--- config.mk ---
export PLATFORM = sky130hd
export DESIGN_NAME = csp_regs_bank
export DESIGN_NICKNAME = d
export VERILOG_FILES = /design/src/core/csp_pkg.sv /design/src/core/csp_regs_bank.sv
export VERILOG_INCLUDE_DIRS = /design/src /design/src/core
export SDC_FILE = /design/constraint.sdc
export NUM_CORES = 1
export LEC_CHECK = 0
export BUFFER_PORTS_ARGS = -buffer_cell sky130_fd_sc_hd__buf_2
export CORE_MARGIN = 1
export CORE_UTILIZATION = 40
export DETAILED_ROUTE_END_ITERATION = 7
export PLACE_DENSITY = 0.69
export SYNTH_ARGS = -nofsm -noshare
export SYNTH_HDL_FRONTEND = slang
export SYNTH_SLANG_ARGS = --single-unit
--- constraint.sdc ---
create_clock -name clk -period 2.05 [get_ports clk]
set_input_delay 0.205 -clock clk [delete_from_list [all_inputs] [get_ports clk]]
set_output_delay 0.205 -clock clk [all_outputs]
set_load 0.02 [all_outputs]
--- src/core/csp_regs.svh ---
/*
 * Register offsets, field positions, reset values and timing counts of the
 * serial port, timer and missed frame counter register bank.
 * Assumes inclusion by bare name from the register bank and the testbench.
 */
`ifndef CSP_REGS_SVH
`define CSP_REGS_SVH

`define CSP_OFS_IRQ_ENABLE 8'h38
`define CSP_OFS_SERIAL 8'h48
`define CSP_OFS_TIMER 8'h58
`define CSP_OFS_MISSED 8'h40
`define CSP_OFS_IRQ_STATUS 8'h28

`define CSP_SERIAL_RESET 32'h0004000E
`define CSP_SERIAL_WMASK 32'h00076807
`define CSP_TIMER_RESET 32'h00000000
`define CSP_IRQEN_WMASK 32'h0001AB6F

`define CSP_BIT_MGMT_READ 19
`define CSP_BIT_MGMT_DIR 18
`define CSP_BIT_MGMT_WRITE 17
`define CSP_BIT_MGMT_CLK 16
`define CSP_BIT_EE_READ 14
`define CSP_BIT_EE_WRITE 13
`define CSP_BIT_EE_SELECT 11
`define CSP_BIT_EE_OUT 3
`define CSP_BIT_EE_IN 2
`define CSP_BIT_EE_CLK 1
`define CSP_BIT_EE_CS 0
`define CSP_BIT_CONT 16
`define CSP_BIT_OVFL 16
`define CSP_BIT_TIMER_IE 11
`define CSP_BIT_ABN_IE 15
`define CSP_BIT_TIMER_ST 11

`define CSP_CLK_HZ 20000000
`define CSP_TICK_US 204
`define CSP_TICK_CYCLES ((`CSP_CLK_HZ / 1000000) * `CSP_TICK_US)

`endif

--- src/core/csp_pkg.sv ---
/*
 * Types for the serial port, timer and missed frame counter register bank.
 * Assumes the constants header is on the include path.
 */
package csp_pkg;
    typedef enum logic [2:0] {
        CSP_IDLE = 3'b001,
        CSP_WAIT = 3'b010,
        CSP_DONE = 3'b100
    } csp_bus_e;
    typedef logic [31:0] csp_word_t;
endpackage

--- src/core/csp_regs_bank.sv ---
/*
 * Register bank with missed frame counter, bit-banged serial port for the
 * PHY management lines and an EEPROM, and a general-purpose countdown timer.
 * Assumes an Avalon-MM master on clk; pins from outside are asynchronous.
 */
// The Avalon-MM slave port is this design's own decision.
`timescale 1ns/1ns
`include "csp_regs.svh"

module csp_regs_bank
    import csp_pkg::*;
#(
    parameter int TICK_CYCLES = `CSP_TICK_CYCLES
) (
    // Clock and reset.
    input wire logic clk,
    input wire logic nrst,
    // Avalon-MM slave.
    input wire logic [7:0] address,
    input wire logic read,
    input wire logic write,
    input wire logic [31:0] writedata,
    input wire logic [3:0] byteenable,
    output logic [31:0] readdata,
    output logic waitrequest,
    // Receive side event.
    input wire logic frameDiscard,
    // PHY management pins.
    output logic mgmtClk,
    input wire logic mgmtDataIn,
    output logic mgmtDataOut,
    output logic mgmtDataOe,
    // EEPROM pins.
    output logic eepromChipSelect,
    output logic eepromClk,
    output logic eepromInBit,
    input wire logic eepromOutBit,
    // Interrupt.
    output logic irq
);
    csp_bus_e busState_q;
    logic [31:0] serial_q, timerCfg_q, irqEn_q, readdata_q;
    logic [15:0] missedCount_q, timerCount_q;
    logic missedOvfl_q, timerRun_q, timerStatus_q, irq_q;
    logic [1:0] mdiSync_q, sdoSync_q;
    logic [31:0] tickCount_q;
    logic tick, timerExpire, busWrite, missedTake, eeAccess;
    logic [31:0] wmaskBe, readValue;

    assign wmaskBe = {{8{byteenable[3]}}, {8{byteenable[2]}},
                      {8{byteenable[1]}}, {8{byteenable[0]}}};

    // Every request waits one cycle, then completes in the DONE state.
    always_ff @(posedge clk or negedge nrst) begin
        if (!nrst) begin
            busState_q <= CSP_IDLE;
        end else begin
            case (busState_q)
                CSP_IDLE: begin
                    if (read || write) begin
                        busState_q <= CSP_DONE;
                    end
                end
                CSP_WAIT: busState_q <= CSP_DONE;
                CSP_DONE: busState_q <= CSP_IDLE;
                default: busState_q <= CSP_IDLE;
            endcase
        end
    end

    assign busWrite = write && (busState_q == CSP_DONE);
    // A missed counter read clears at the edge that captures its data,
    // so no discard can fall between the snapshot and the clear.
    assign missedTake = read && (busState_q == CSP_IDLE) &&
        (address == `CSP_OFS_MISSED);
    assign waitrequest = !(busState_q == CSP_DONE);

    // Synchronise the two pin inputs before anything reads them.
    always_ff @(posedge clk or negedge nrst) begin
        if (!nrst) begin
            mdiSync_q <= 2'h0;
            sdoSync_q <= 2'h3;
        end else begin
            mdiSync_q <= {mdiSync_q[0], mgmtDataIn};
            sdoSync_q <= {sdoSync_q[0], eepromOutBit};
        end
    end

    // Missed frame counter; a read clears it, but a coincident discard
    // still counts as one.
    always_ff @(posedge clk or negedge nrst) begin
        if (!nrst) begin
            missedCount_q <= 16'h0000;
            missedOvfl_q <= 1'b0;
        end else begin
            if (missedTake) begin
                missedCount_q <= frameDiscard ? 16'h0001 : 16'h0000;
                missedOvfl_q <= frameDiscard &&
                    (missedCount_q == 16'hFFFF);
            end else if (frameDiscard) begin
                missedCount_q <= missedCount_q + 16'h0001;
                if (missedCount_q == 16'hFFFF) begin
                    missedOvfl_q <= 1'b1;
                end
            end
        end
    end

    // Serial port register; read-only bits come from the pins.
    always_ff @(posedge clk or negedge nrst) begin
        if (!nrst) begin
            serial_q <= `CSP_SERIAL_RESET;
        end else if (busWrite && address == `CSP_OFS_SERIAL) begin
            serial_q <= (serial_q & ~(`CSP_SERIAL_WMASK & wmaskBe)) |
                        (writedata & `CSP_SERIAL_WMASK & wmaskBe);
        end
    end

    assign eeAccess = serial_q[`CSP_BIT_EE_SELECT] &&
        (serial_q[`CSP_BIT_EE_READ] || serial_q[`CSP_BIT_EE_WRITE]);

    // Pin drivers, each straight from a flip-flop.
    always_ff @(posedge clk or negedge nrst) begin
        if (!nrst) begin
            mgmtClk <= 1'b0;
            mgmtDataOut <= 1'b0;
            mgmtDataOe <= 1'b0;
            eepromChipSelect <= 1'b0;
            eepromClk <= 1'b0;
            eepromInBit <= 1'b0;
        end else begin
            mgmtClk <= serial_q[`CSP_BIT_MGMT_CLK];
            mgmtDataOut <= serial_q[`CSP_BIT_MGMT_WRITE];
            mgmtDataOe <= !serial_q[`CSP_BIT_MGMT_DIR];
            eepromChipSelect <= eeAccess && serial_q[`CSP_BIT_EE_CS];
            eepromClk <= eeAccess && serial_q[`CSP_BIT_EE_CLK];
            eepromInBit <= eeAccess && serial_q[`CSP_BIT_EE_IN];
        end
    end

    // 204 us tick divider, restarted whenever the timer is loaded.
    always_ff @(posedge clk or negedge nrst) begin
        if (!nrst) begin
            tickCount_q <= 32'h00000000;
        end else if (!timerRun_q || tick ||
                     (busWrite && address == `CSP_OFS_TIMER)) begin
            tickCount_q <= 32'h00000000;
        end else begin
            tickCount_q <= tickCount_q + 32'h00000001;
        end
    end

    assign tick = timerRun_q && (tickCount_q == 32'(TICK_CYCLES - 1));
    assign timerExpire = tick && (timerCount_q == 16'h0001);

    // Countdown timer.
    always_ff @(posedge clk or negedge nrst) begin
        if (!nrst) begin
            timerCfg_q <= `CSP_TIMER_RESET;
            timerCount_q <= 16'h0000;
            timerRun_q <= 1'b0;
        end else if (busWrite && address == `CSP_OFS_TIMER) begin
            timerCfg_q <= {15'h0000, writedata[`CSP_BIT_CONT],
                           writedata[15:0]};
            timerCount_q <= writedata[15:0];
            timerRun_q <= (writedata[15:0] != 16'h0000);
        end else if (timerExpire) begin
            if (timerCfg_q[`CSP_BIT_CONT]) begin
                timerCount_q <= timerCfg_q[15:0];
            end else begin
                timerCount_q <= 16'h0000;
                timerRun_q <= 1'b0;
            end
        end else if (tick) begin
            timerCount_q <= timerCount_q - 16'h0001;
        end
    end

    // Interrupt enable register and sticky expiry status.
    always_ff @(posedge clk or negedge nrst) begin
        if (!nrst) begin
            irqEn_q <= 32'h00000000;
        end else if (busWrite && address == `CSP_OFS_IRQ_ENABLE) begin
            irqEn_q <= writedata & `CSP_IRQEN_WMASK;
        end
    end

    always_ff @(posedge clk or negedge nrst) begin
        if (!nrst) begin
            timerStatus_q <= 1'b0;
        end else if (timerExpire) begin
            timerStatus_q <= 1'b1;
        end else if (busWrite && address == `CSP_OFS_IRQ_STATUS &&
                     writedata[`CSP_BIT_TIMER_ST] && byteenable[1]) begin
            timerStatus_q <= 1'b0;
        end
    end

    always_ff @(posedge clk or negedge nrst) begin
        if (!nrst) begin
            irq_q <= 1'b0;
        end else begin
            irq_q <= timerStatus_q && irqEn_q[`CSP_BIT_TIMER_IE] &&
                     irqEn_q[`CSP_BIT_ABN_IE];
        end
    end
    assign irq = irq_q;

    // Read multiplexer; unmapped addresses read as zero.
    always_comb begin
        readValue = 32'h00000000;
        case (address)
            `CSP_OFS_SERIAL: begin
                readValue = serial_q & `CSP_SERIAL_WMASK;
                readValue[`CSP_BIT_MGMT_READ] = mdiSync_q[1];
                readValue[`CSP_BIT_EE_OUT] = sdoSync_q[1];
            end
            `CSP_OFS_TIMER: readValue = {15'h0000,
                timerCfg_q[`CSP_BIT_CONT], timerCount_q};
            `CSP_OFS_MISSED: readValue = {15'h0000, missedOvfl_q,
                missedCount_q};
            `CSP_OFS_IRQ_ENABLE: readValue = irqEn_q;
            `CSP_OFS_IRQ_STATUS: readValue = {20'h00000, timerStatus_q,
                11'h000};
            default: readValue = 32'h00000000;
        endcase
    end

    always_ff @(posedge clk or negedge nrst) begin
        if (!nrst) begin
            readdata_q <= 32'h00000000;
        end else if (read && busState_q == CSP_IDLE) begin
            readdata_q <= readValue;
        end
    end
    assign readdata = readdata_q;

    a_missed_read_clear: assert property (@(posedge clk) disable iff (!nrst)
        missedTake && !frameDiscard |=>
        missedCount_q == 16'h0000 && !missedOvfl_q)
        else $error("missed count not cleared by read");
    a_ovfl_wrap: assert property (@(posedge clk) disable iff (!nrst)
        frameDiscard && missedCount_q == 16'hFFFF && !missedTake |=>
        missedOvfl_q && missedCount_q == 16'h0000)
        else $error("overflow did not wrap and latch");
    a_ovfl_hold: assert property (@(posedge clk) disable iff (!nrst)
        missedOvfl_q && !missedTake |=> missedOvfl_q)
        else $error("overflow flag dropped without read");
    a_mgmt_clk_follow: assert property (@(posedge clk) disable iff (!nrst)
        ##1 mgmtClk == $past(serial_q[`CSP_BIT_MGMT_CLK]))
        else $error("management clock does not follow bit");
    a_mgmt_dir_oe: assert property (@(posedge clk) disable iff (!nrst)
        serial_q[`CSP_BIT_MGMT_DIR] |=> !mgmtDataOe)
        else $error("management line driven during read");
    a_ee_gate: assert property (@(posedge clk) disable iff (!nrst)
        eepromChipSelect |-> $past(eeAccess))
        else $error("EEPROM selected without access enable");
    a_timer_stop: assert property (@(posedge clk) disable iff (!nrst)
        timerExpire && !timerCfg_q[`CSP_BIT_CONT] && !busWrite |=>
        !timerRun_q && timerStatus_q)
        else $error("one-shot timer did not stop on expiry");
    a_timer_reload: assert property (@(posedge clk) disable iff (!nrst)
        timerExpire && timerCfg_q[`CSP_BIT_CONT] && !busWrite |=>
        timerCount_q == timerCfg_q[15:0] && timerRun_q)
        else $error("continuous timer did not reload");
    a_irq_gate: assert property (@(posedge clk) disable iff (!nrst)
        irq |-> $past(irqEn_q[`CSP_BIT_TIMER_IE] &&
        irqEn_q[`CSP_BIT_ABN_IE]))
        else $error("interrupt without both enables");


    // A completed request always returns to idle, with waitrequest high again.
    a_wait_restore: assert property (@(posedge clk) disable iff (!nrst)
        busState_q == CSP_DONE |=> waitrequest)
        else $error("waitrequest low for more than one cycle");
    // A request seen while idle is answered on the next edge.
    a_bus_answer: assert property (@(posedge clk) disable iff (!nrst)
        (read || write) && busState_q == CSP_IDLE |=> !waitrequest)
        else $error("request not answered on next edge");
    // The management data pin carries the written bit.
    a_mgmt_data: assert property (@(posedge clk) disable iff (!nrst)
        ##1 mgmtDataOut == $past(serial_q[`CSP_BIT_MGMT_WRITE]))
        else $error("management data does not follow bit");
    // Write direction keeps the management line driven.
    a_mgmt_drive: assert property (@(posedge clk) disable iff (!nrst)
        !serial_q[`CSP_BIT_MGMT_DIR] |=> mgmtDataOe)
        else $error("management line not driven during write");
    // The EEPROM select pin follows its bit while access is enabled.
    a_ee_select: assert property (@(posedge clk) disable iff (!nrst)
        ##1 eepromChipSelect ==
        $past(eeAccess && serial_q[`CSP_BIT_EE_CS]))
        else $error("EEPROM select does not follow bit");
    // The EEPROM clock pin follows its bit while access is enabled.
    a_ee_clock: assert property (@(posedge clk) disable iff (!nrst)
        ##1 eepromClk == $past(eeAccess && serial_q[`CSP_BIT_EE_CLK]))
        else $error("EEPROM clock does not follow bit");
    // The EEPROM data pin follows its bit while access is enabled.
    a_ee_data: assert property (@(posedge clk) disable iff (!nrst)
        ##1 eepromInBit == $past(eeAccess && serial_q[`CSP_BIT_EE_IN]))
        else $error("EEPROM data does not follow bit");
    // Without access enable the EEPROM clock and data stay low.
    a_ee_quiet: assert property (@(posedge clk) disable iff (!nrst)
        !eeAccess |=> !eepromClk && !eepromInBit)
        else $error("EEPROM lines move without access enable");
    // A serial port read returns the synchronised management pin.
    a_mgmt_readback: assert property (@(posedge clk) disable iff (!nrst)
        read && busState_q == CSP_IDLE && address == `CSP_OFS_SERIAL |=>
        readdata[`CSP_BIT_MGMT_READ] == $past(mdiSync_q[1]))
        else $error("management read bit not returned");
    // A serial port read returns the synchronised EEPROM pin.
    a_ee_readback: assert property (@(posedge clk) disable iff (!nrst)
        read && busState_q == CSP_IDLE && address == `CSP_OFS_SERIAL |=>
        readdata[`CSP_BIT_EE_OUT] == $past(sdoSync_q[1]))
        else $error("EEPROM out bit not returned");
    // Each discard outside a read adds exactly one.
    a_missed_step: assert property (@(posedge clk) disable iff (!nrst)
        frameDiscard && !missedTake |=>
        missedCount_q == $past(missedCount_q) + 16'h0001)
        else $error("missed count did not step by one");
    // With neither discard nor read the count holds.
    a_missed_hold: assert property (@(posedge clk) disable iff (!nrst)
        !frameDiscard && !missedTake |=> $stable(missedCount_q))
        else $error("missed count changed without cause");
    // The overflow flag rises only on a wrap.
    a_ovfl_cause: assert property (@(posedge clk) disable iff (!nrst)
        !missedOvfl_q && !(frameDiscard && missedCount_q == 16'hFFFF) |=>
        !missedOvfl_q)
        else $error("overflow flag set without wrap");
    // Bits that software cannot write keep their reset value.
    a_serial_fixed: assert property (@(posedge clk) disable iff (!nrst)
        (serial_q & ~`CSP_SERIAL_WMASK) ==
        (`CSP_SERIAL_RESET & ~`CSP_SERIAL_WMASK))
        else $error("serial port fixed bits changed");
    // A timer write loads the count directly.
    a_timer_load: assert property (@(posedge clk) disable iff (!nrst)
        busWrite && address == `CSP_OFS_TIMER |=>
        timerCount_q == $past(writedata[15:0]))
        else $error("timer count not loaded");
    // A tick short of expiry takes one off the count.
    a_timer_step: assert property (@(posedge clk) disable iff (!nrst)
        tick && !timerExpire && !busWrite |=>
        timerCount_q == $past(timerCount_q) - 16'h0001)
        else $error("timer did not count down by one");
    // Between ticks and loads the count holds.
    a_timer_hold: assert property (@(posedge clk) disable iff (!nrst)
        !tick && !busWrite |=> $stable(timerCount_q))
        else $error("timer count changed between ticks");
    // An expiry always leaves the sticky status set.
    a_status_set: assert property (@(posedge clk) disable iff (!nrst)
        timerExpire |=> timerStatus_q)
        else $error("expiry did not set status");
    // The status stays until software writes the status register.
    a_status_hold: assert property (@(posedge clk) disable iff (!nrst)
        timerStatus_q && !(busWrite && address == `CSP_OFS_IRQ_STATUS) |=>
        timerStatus_q)
        else $error("status dropped without clear");
    // Status with both enables raises the interrupt.
    a_irq_raise: assert property (@(posedge clk) disable iff (!nrst)
        timerStatus_q && irqEn_q[`CSP_BIT_TIMER_IE] &&
        irqEn_q[`CSP_BIT_ABN_IE] |=> irq)
        else $error("interrupt missing with both enables");

    c_expire: cover property (@(posedge clk) disable iff (!nrst)
        timerExpire);
    c_reload: cover property (@(posedge clk) disable iff (!nrst)
        timerExpire && timerCfg_q[`CSP_BIT_CONT]);
    c_missed_clear: cover property (@(posedge clk) disable iff (!nrst)
        missedTake && missedCount_q != 16'h0000);
    c_ovfl: cover property (@(posedge clk) disable iff (!nrst)
        $rose(missedOvfl_q));
    c_irq: cover property (@(posedge clk) disable iff (!nrst) $rose(irq));
endmodule

==> impl_metrics.tcl <==
set metrics [dict create \
    crit_buf_inv 1 \
    status "complete, no violations" \
    rsz0062_at_grt "true" \
    ir_drop_uv 627 \
    dp_hpwl_um 12400 \
    worst_setup_path_end_kind "flop" \
    crit_fanout 12 \
    syn_area_per_cell_um2 9.81 \
    fmax_mhz 488 \
    design_area_um2 8570 \
    synth_area_um2 6770 \
    gr-total-overflow 0 \
    yosysUniqueCellTypes 55 \
    crit_type "reg -> reg" \
    clockRootBuffer "clkbuf_16" \
    place.gp.congestion 0.869 \
    hold_path_class "in -> reg" \
    yosysSeqAreaShare 0.511 \
    synthCells 690 \
    ys_warn_count 0 \
    crit_top_cell "o211ai_1" \
    antenna_found_initial 1 \
    p_per_area_nw_per_um2 808 \
    io_pins 91 \
    synth_top_cell_by_area "dfrtp_1" \
    drc 0 \
    htreeDepth 4 \
    dieArea_um2 17400 \
    synth_top_area_frac 0.488 \
    vias 5661 \
    path_delay_family "simple AND/OR/NAND/NOR gates" \
    critPathMaxStageDelay_ns 0.57 \
    synthFlopType "dfrtp_1" \
    drtIter0Drc 575 \
    clk_pin_slew_worst_paths_ns 0.06 \
    viasPerCell 5.40 \
    row_count 47 \
    cts_buffers 17 \
    arrival_ns 2.34 \
    cts.sinks 138 \
    cts_tree "yes" \
    power.total_mw 6.93 \
    pre_cts_ws_ns -0.151 \
    ant_nets 0 \
    diodes 0 \
    chipWidth_um 132 \
    relSlewSlack 0.649 \
    maxSlewViolCount 0 \
    syn_to_final_growth_pct 26.6 \
    io_buffers 64 \
    final_cells 1049 \
    hold_viol_final 0 \
    critPathLaunchType "flop" \
    crit_slowest_cell "or4_4" \
    ys_seq_elements 138 \
    fin_ws_ns 0.00199 \
    layout.nets 871 \
    core_um2 16500 \
    synth_edf_count 0 \
    grt_pass1_vias 5431 \
    fin_skew_ns 0.0103 \
    regToRegSetupSlack_ns 0.002 \
    grt_max_degree 55 \
    cts_buffer_depth 2 \
    synth_area_leaders "dfrtp_1 (49%), nand2_1 (6.5%), nor2_1 (4.1%)" \
    dr.pass1.iters 8 \
    required_ns 2.34 \
    placed_area_um2 7720 \
    async_flop_share 1.00 \
    track_usage 0.213 \
    drive_gt1_frac 0.263 \
    cp_cell_sequence "or4_4 -> nor4_4 -> and2_4 -> buf_8 -> nor2_2 -> o211ai_1 -> o211ai_1" \
    finalCritPeriodShare 0.999 \
    initial_core_util 0.410 \
    wire_per_inst_um 17.0 \
    dp.cells 1007 \
    clk_latency_ns 0.43 \
    drv_cap 0 \
    tightest_slew_ns 0.522 \
    postRouteWirelength_um 17800 \
    period_needed_ns 2.05 \
    die_h_um 132 \
    p_leak_nw 3.98 \
    setup_viol 0 \
    grt_pass1_wl_um 28600 \
]
==> final timing paths <==
path                                  start         endpoint  depth (start not counted)
max                        timerCount_q[13]  timerCount_q[3]                          7
min                           writedata[18]             flop                          2
max reg2reg                timerCount_q[13]  timerCount_q[3]                          7
min reg2reg                    sdoSync_q[0]     sdoSync_q[1]                          0
max in group asynchronous              nrst     sdoSync_q[1]                          3
min in group asynchronous              nrst     readdata[11]                          2
==> sequential cells by signal, summed over array words and instances (netlist names), 2 cells and up, named ones only <==
register       cells
timerCfg_q        17
busState_q         2
tickCount_q       32
sdoSync_q          2
irqEn_q           12
readdata          20
missedCount_q     16
mdiSync_q          2
timerCount_q      16
==> worst reg2reg max path, stage by stage, from the launching register on <==
cell,delay (ns)
dfrtp_1,0.40
or4_4,0.57
nor4_4,0.25
and2_4,0.21
buf_8,0.14
nor2_2,0.06
o211ai_1,0.17
o211ai_1,0.12
==> repair_timing <==
action | in CTS | in global routing
endpoints found under the setup margin | 44 | 45
hold buffers | 3 | 0
setup buffers | 1 | 4
resized for setup | 11 | 18
cloned | 1 | 1
endpoints found under the hold margin | 52 | 0
pin swaps | 3 | 4
==> metrics by stage <==
step / util / hold WS (ns) / TNS, ns
after global routing: 0.519 / 0.0144 / -0.297
after CTS: 0.513 / 0.00577 / 0
after detailed placement: 0.467 / 0.201 / -2.49
final: 0.519 / 0.0169 / 0
after floorplan: - / -0.0906 / -0.168
after global placement: 0.467 / 0.197 / -1.32
==> cells in the mapped netlist, types with 12 or more instances <==
cell type / n
buf_4: 15
nand4_1: 12
nor4_1: 16
clkbuf_1: 15
mux2_2: 22
xor2_1: 28
o21ai_0: 31
nor2_1: 74
nand2_1: 118
and3_1: 18
inv_1: 14
nand3_1: 18
dfrtp_1: 132
xnor2_1: 22
==> report_power, final <==
group	total (mW)	internal (mW)	switching (mW)
combinational	0.542	0.195	0.347
clock	3.42	2.23	1.19
sequential	2.97	2.84	0.125
==> cell usage in the layout (no fill, tap or decap), drive strengths merged, types with 5 or more instances in the layout <==
master	n
clkbuf	22
and3	18
mux2i	9
and4	6
nand4	12
nor2	74
dfstp	6
o21ai	33
nor3	12
a31oi	9
nor4	19
conb	12
a21oi	10
nand3	20
o211ai	5
dfrtp	132
xor2	28
xnor2	22
a21boi	11
a222oi	9
mux2	22
nand2	118
buf	135
and2	12
bufinv	5
inv	16
a21o	5
==> metal layers <==
metal / share of wire / track usage
met3: 0.066 / 0.0488
met4: 0.024 / 0.0736
met5: 0.00067 / 0
met1: 0.44 / 0.284
met2: 0.47 / 0.342
==> final cells by class <==
cell class / count / area [um2]
fillers: 1477 / 7950
flip-flops and latches: 138 / 3460
multi-input cells: 507 / 3140
repair buffers: 138 / 987
clock buffers: 22 / 464
well taps: 220 / 275
clock inverters: 10 / 188
inverters: 14 / 52.6
==> logic make-up after synthesis <==
| logic type | count (synthesis) | synth area share |
|---|---|---|
| AOI/OAI and AO/OA | 105 | 0.105 |
| xor gates and xnor gates | 50 | 0.0647 |
| adders and majority gates | 4 | 0.00739 |
| buffers and inverters | 57 | 0.0447 |
| DFF | 138 | 0.511 |
| muxes | 31 | 0.0499 |
| other | 1 | 0.000554 |
| and+or+nand+nor | 304 | 0.216 |
Note: power is estimated with default switching activity, not from simulation.
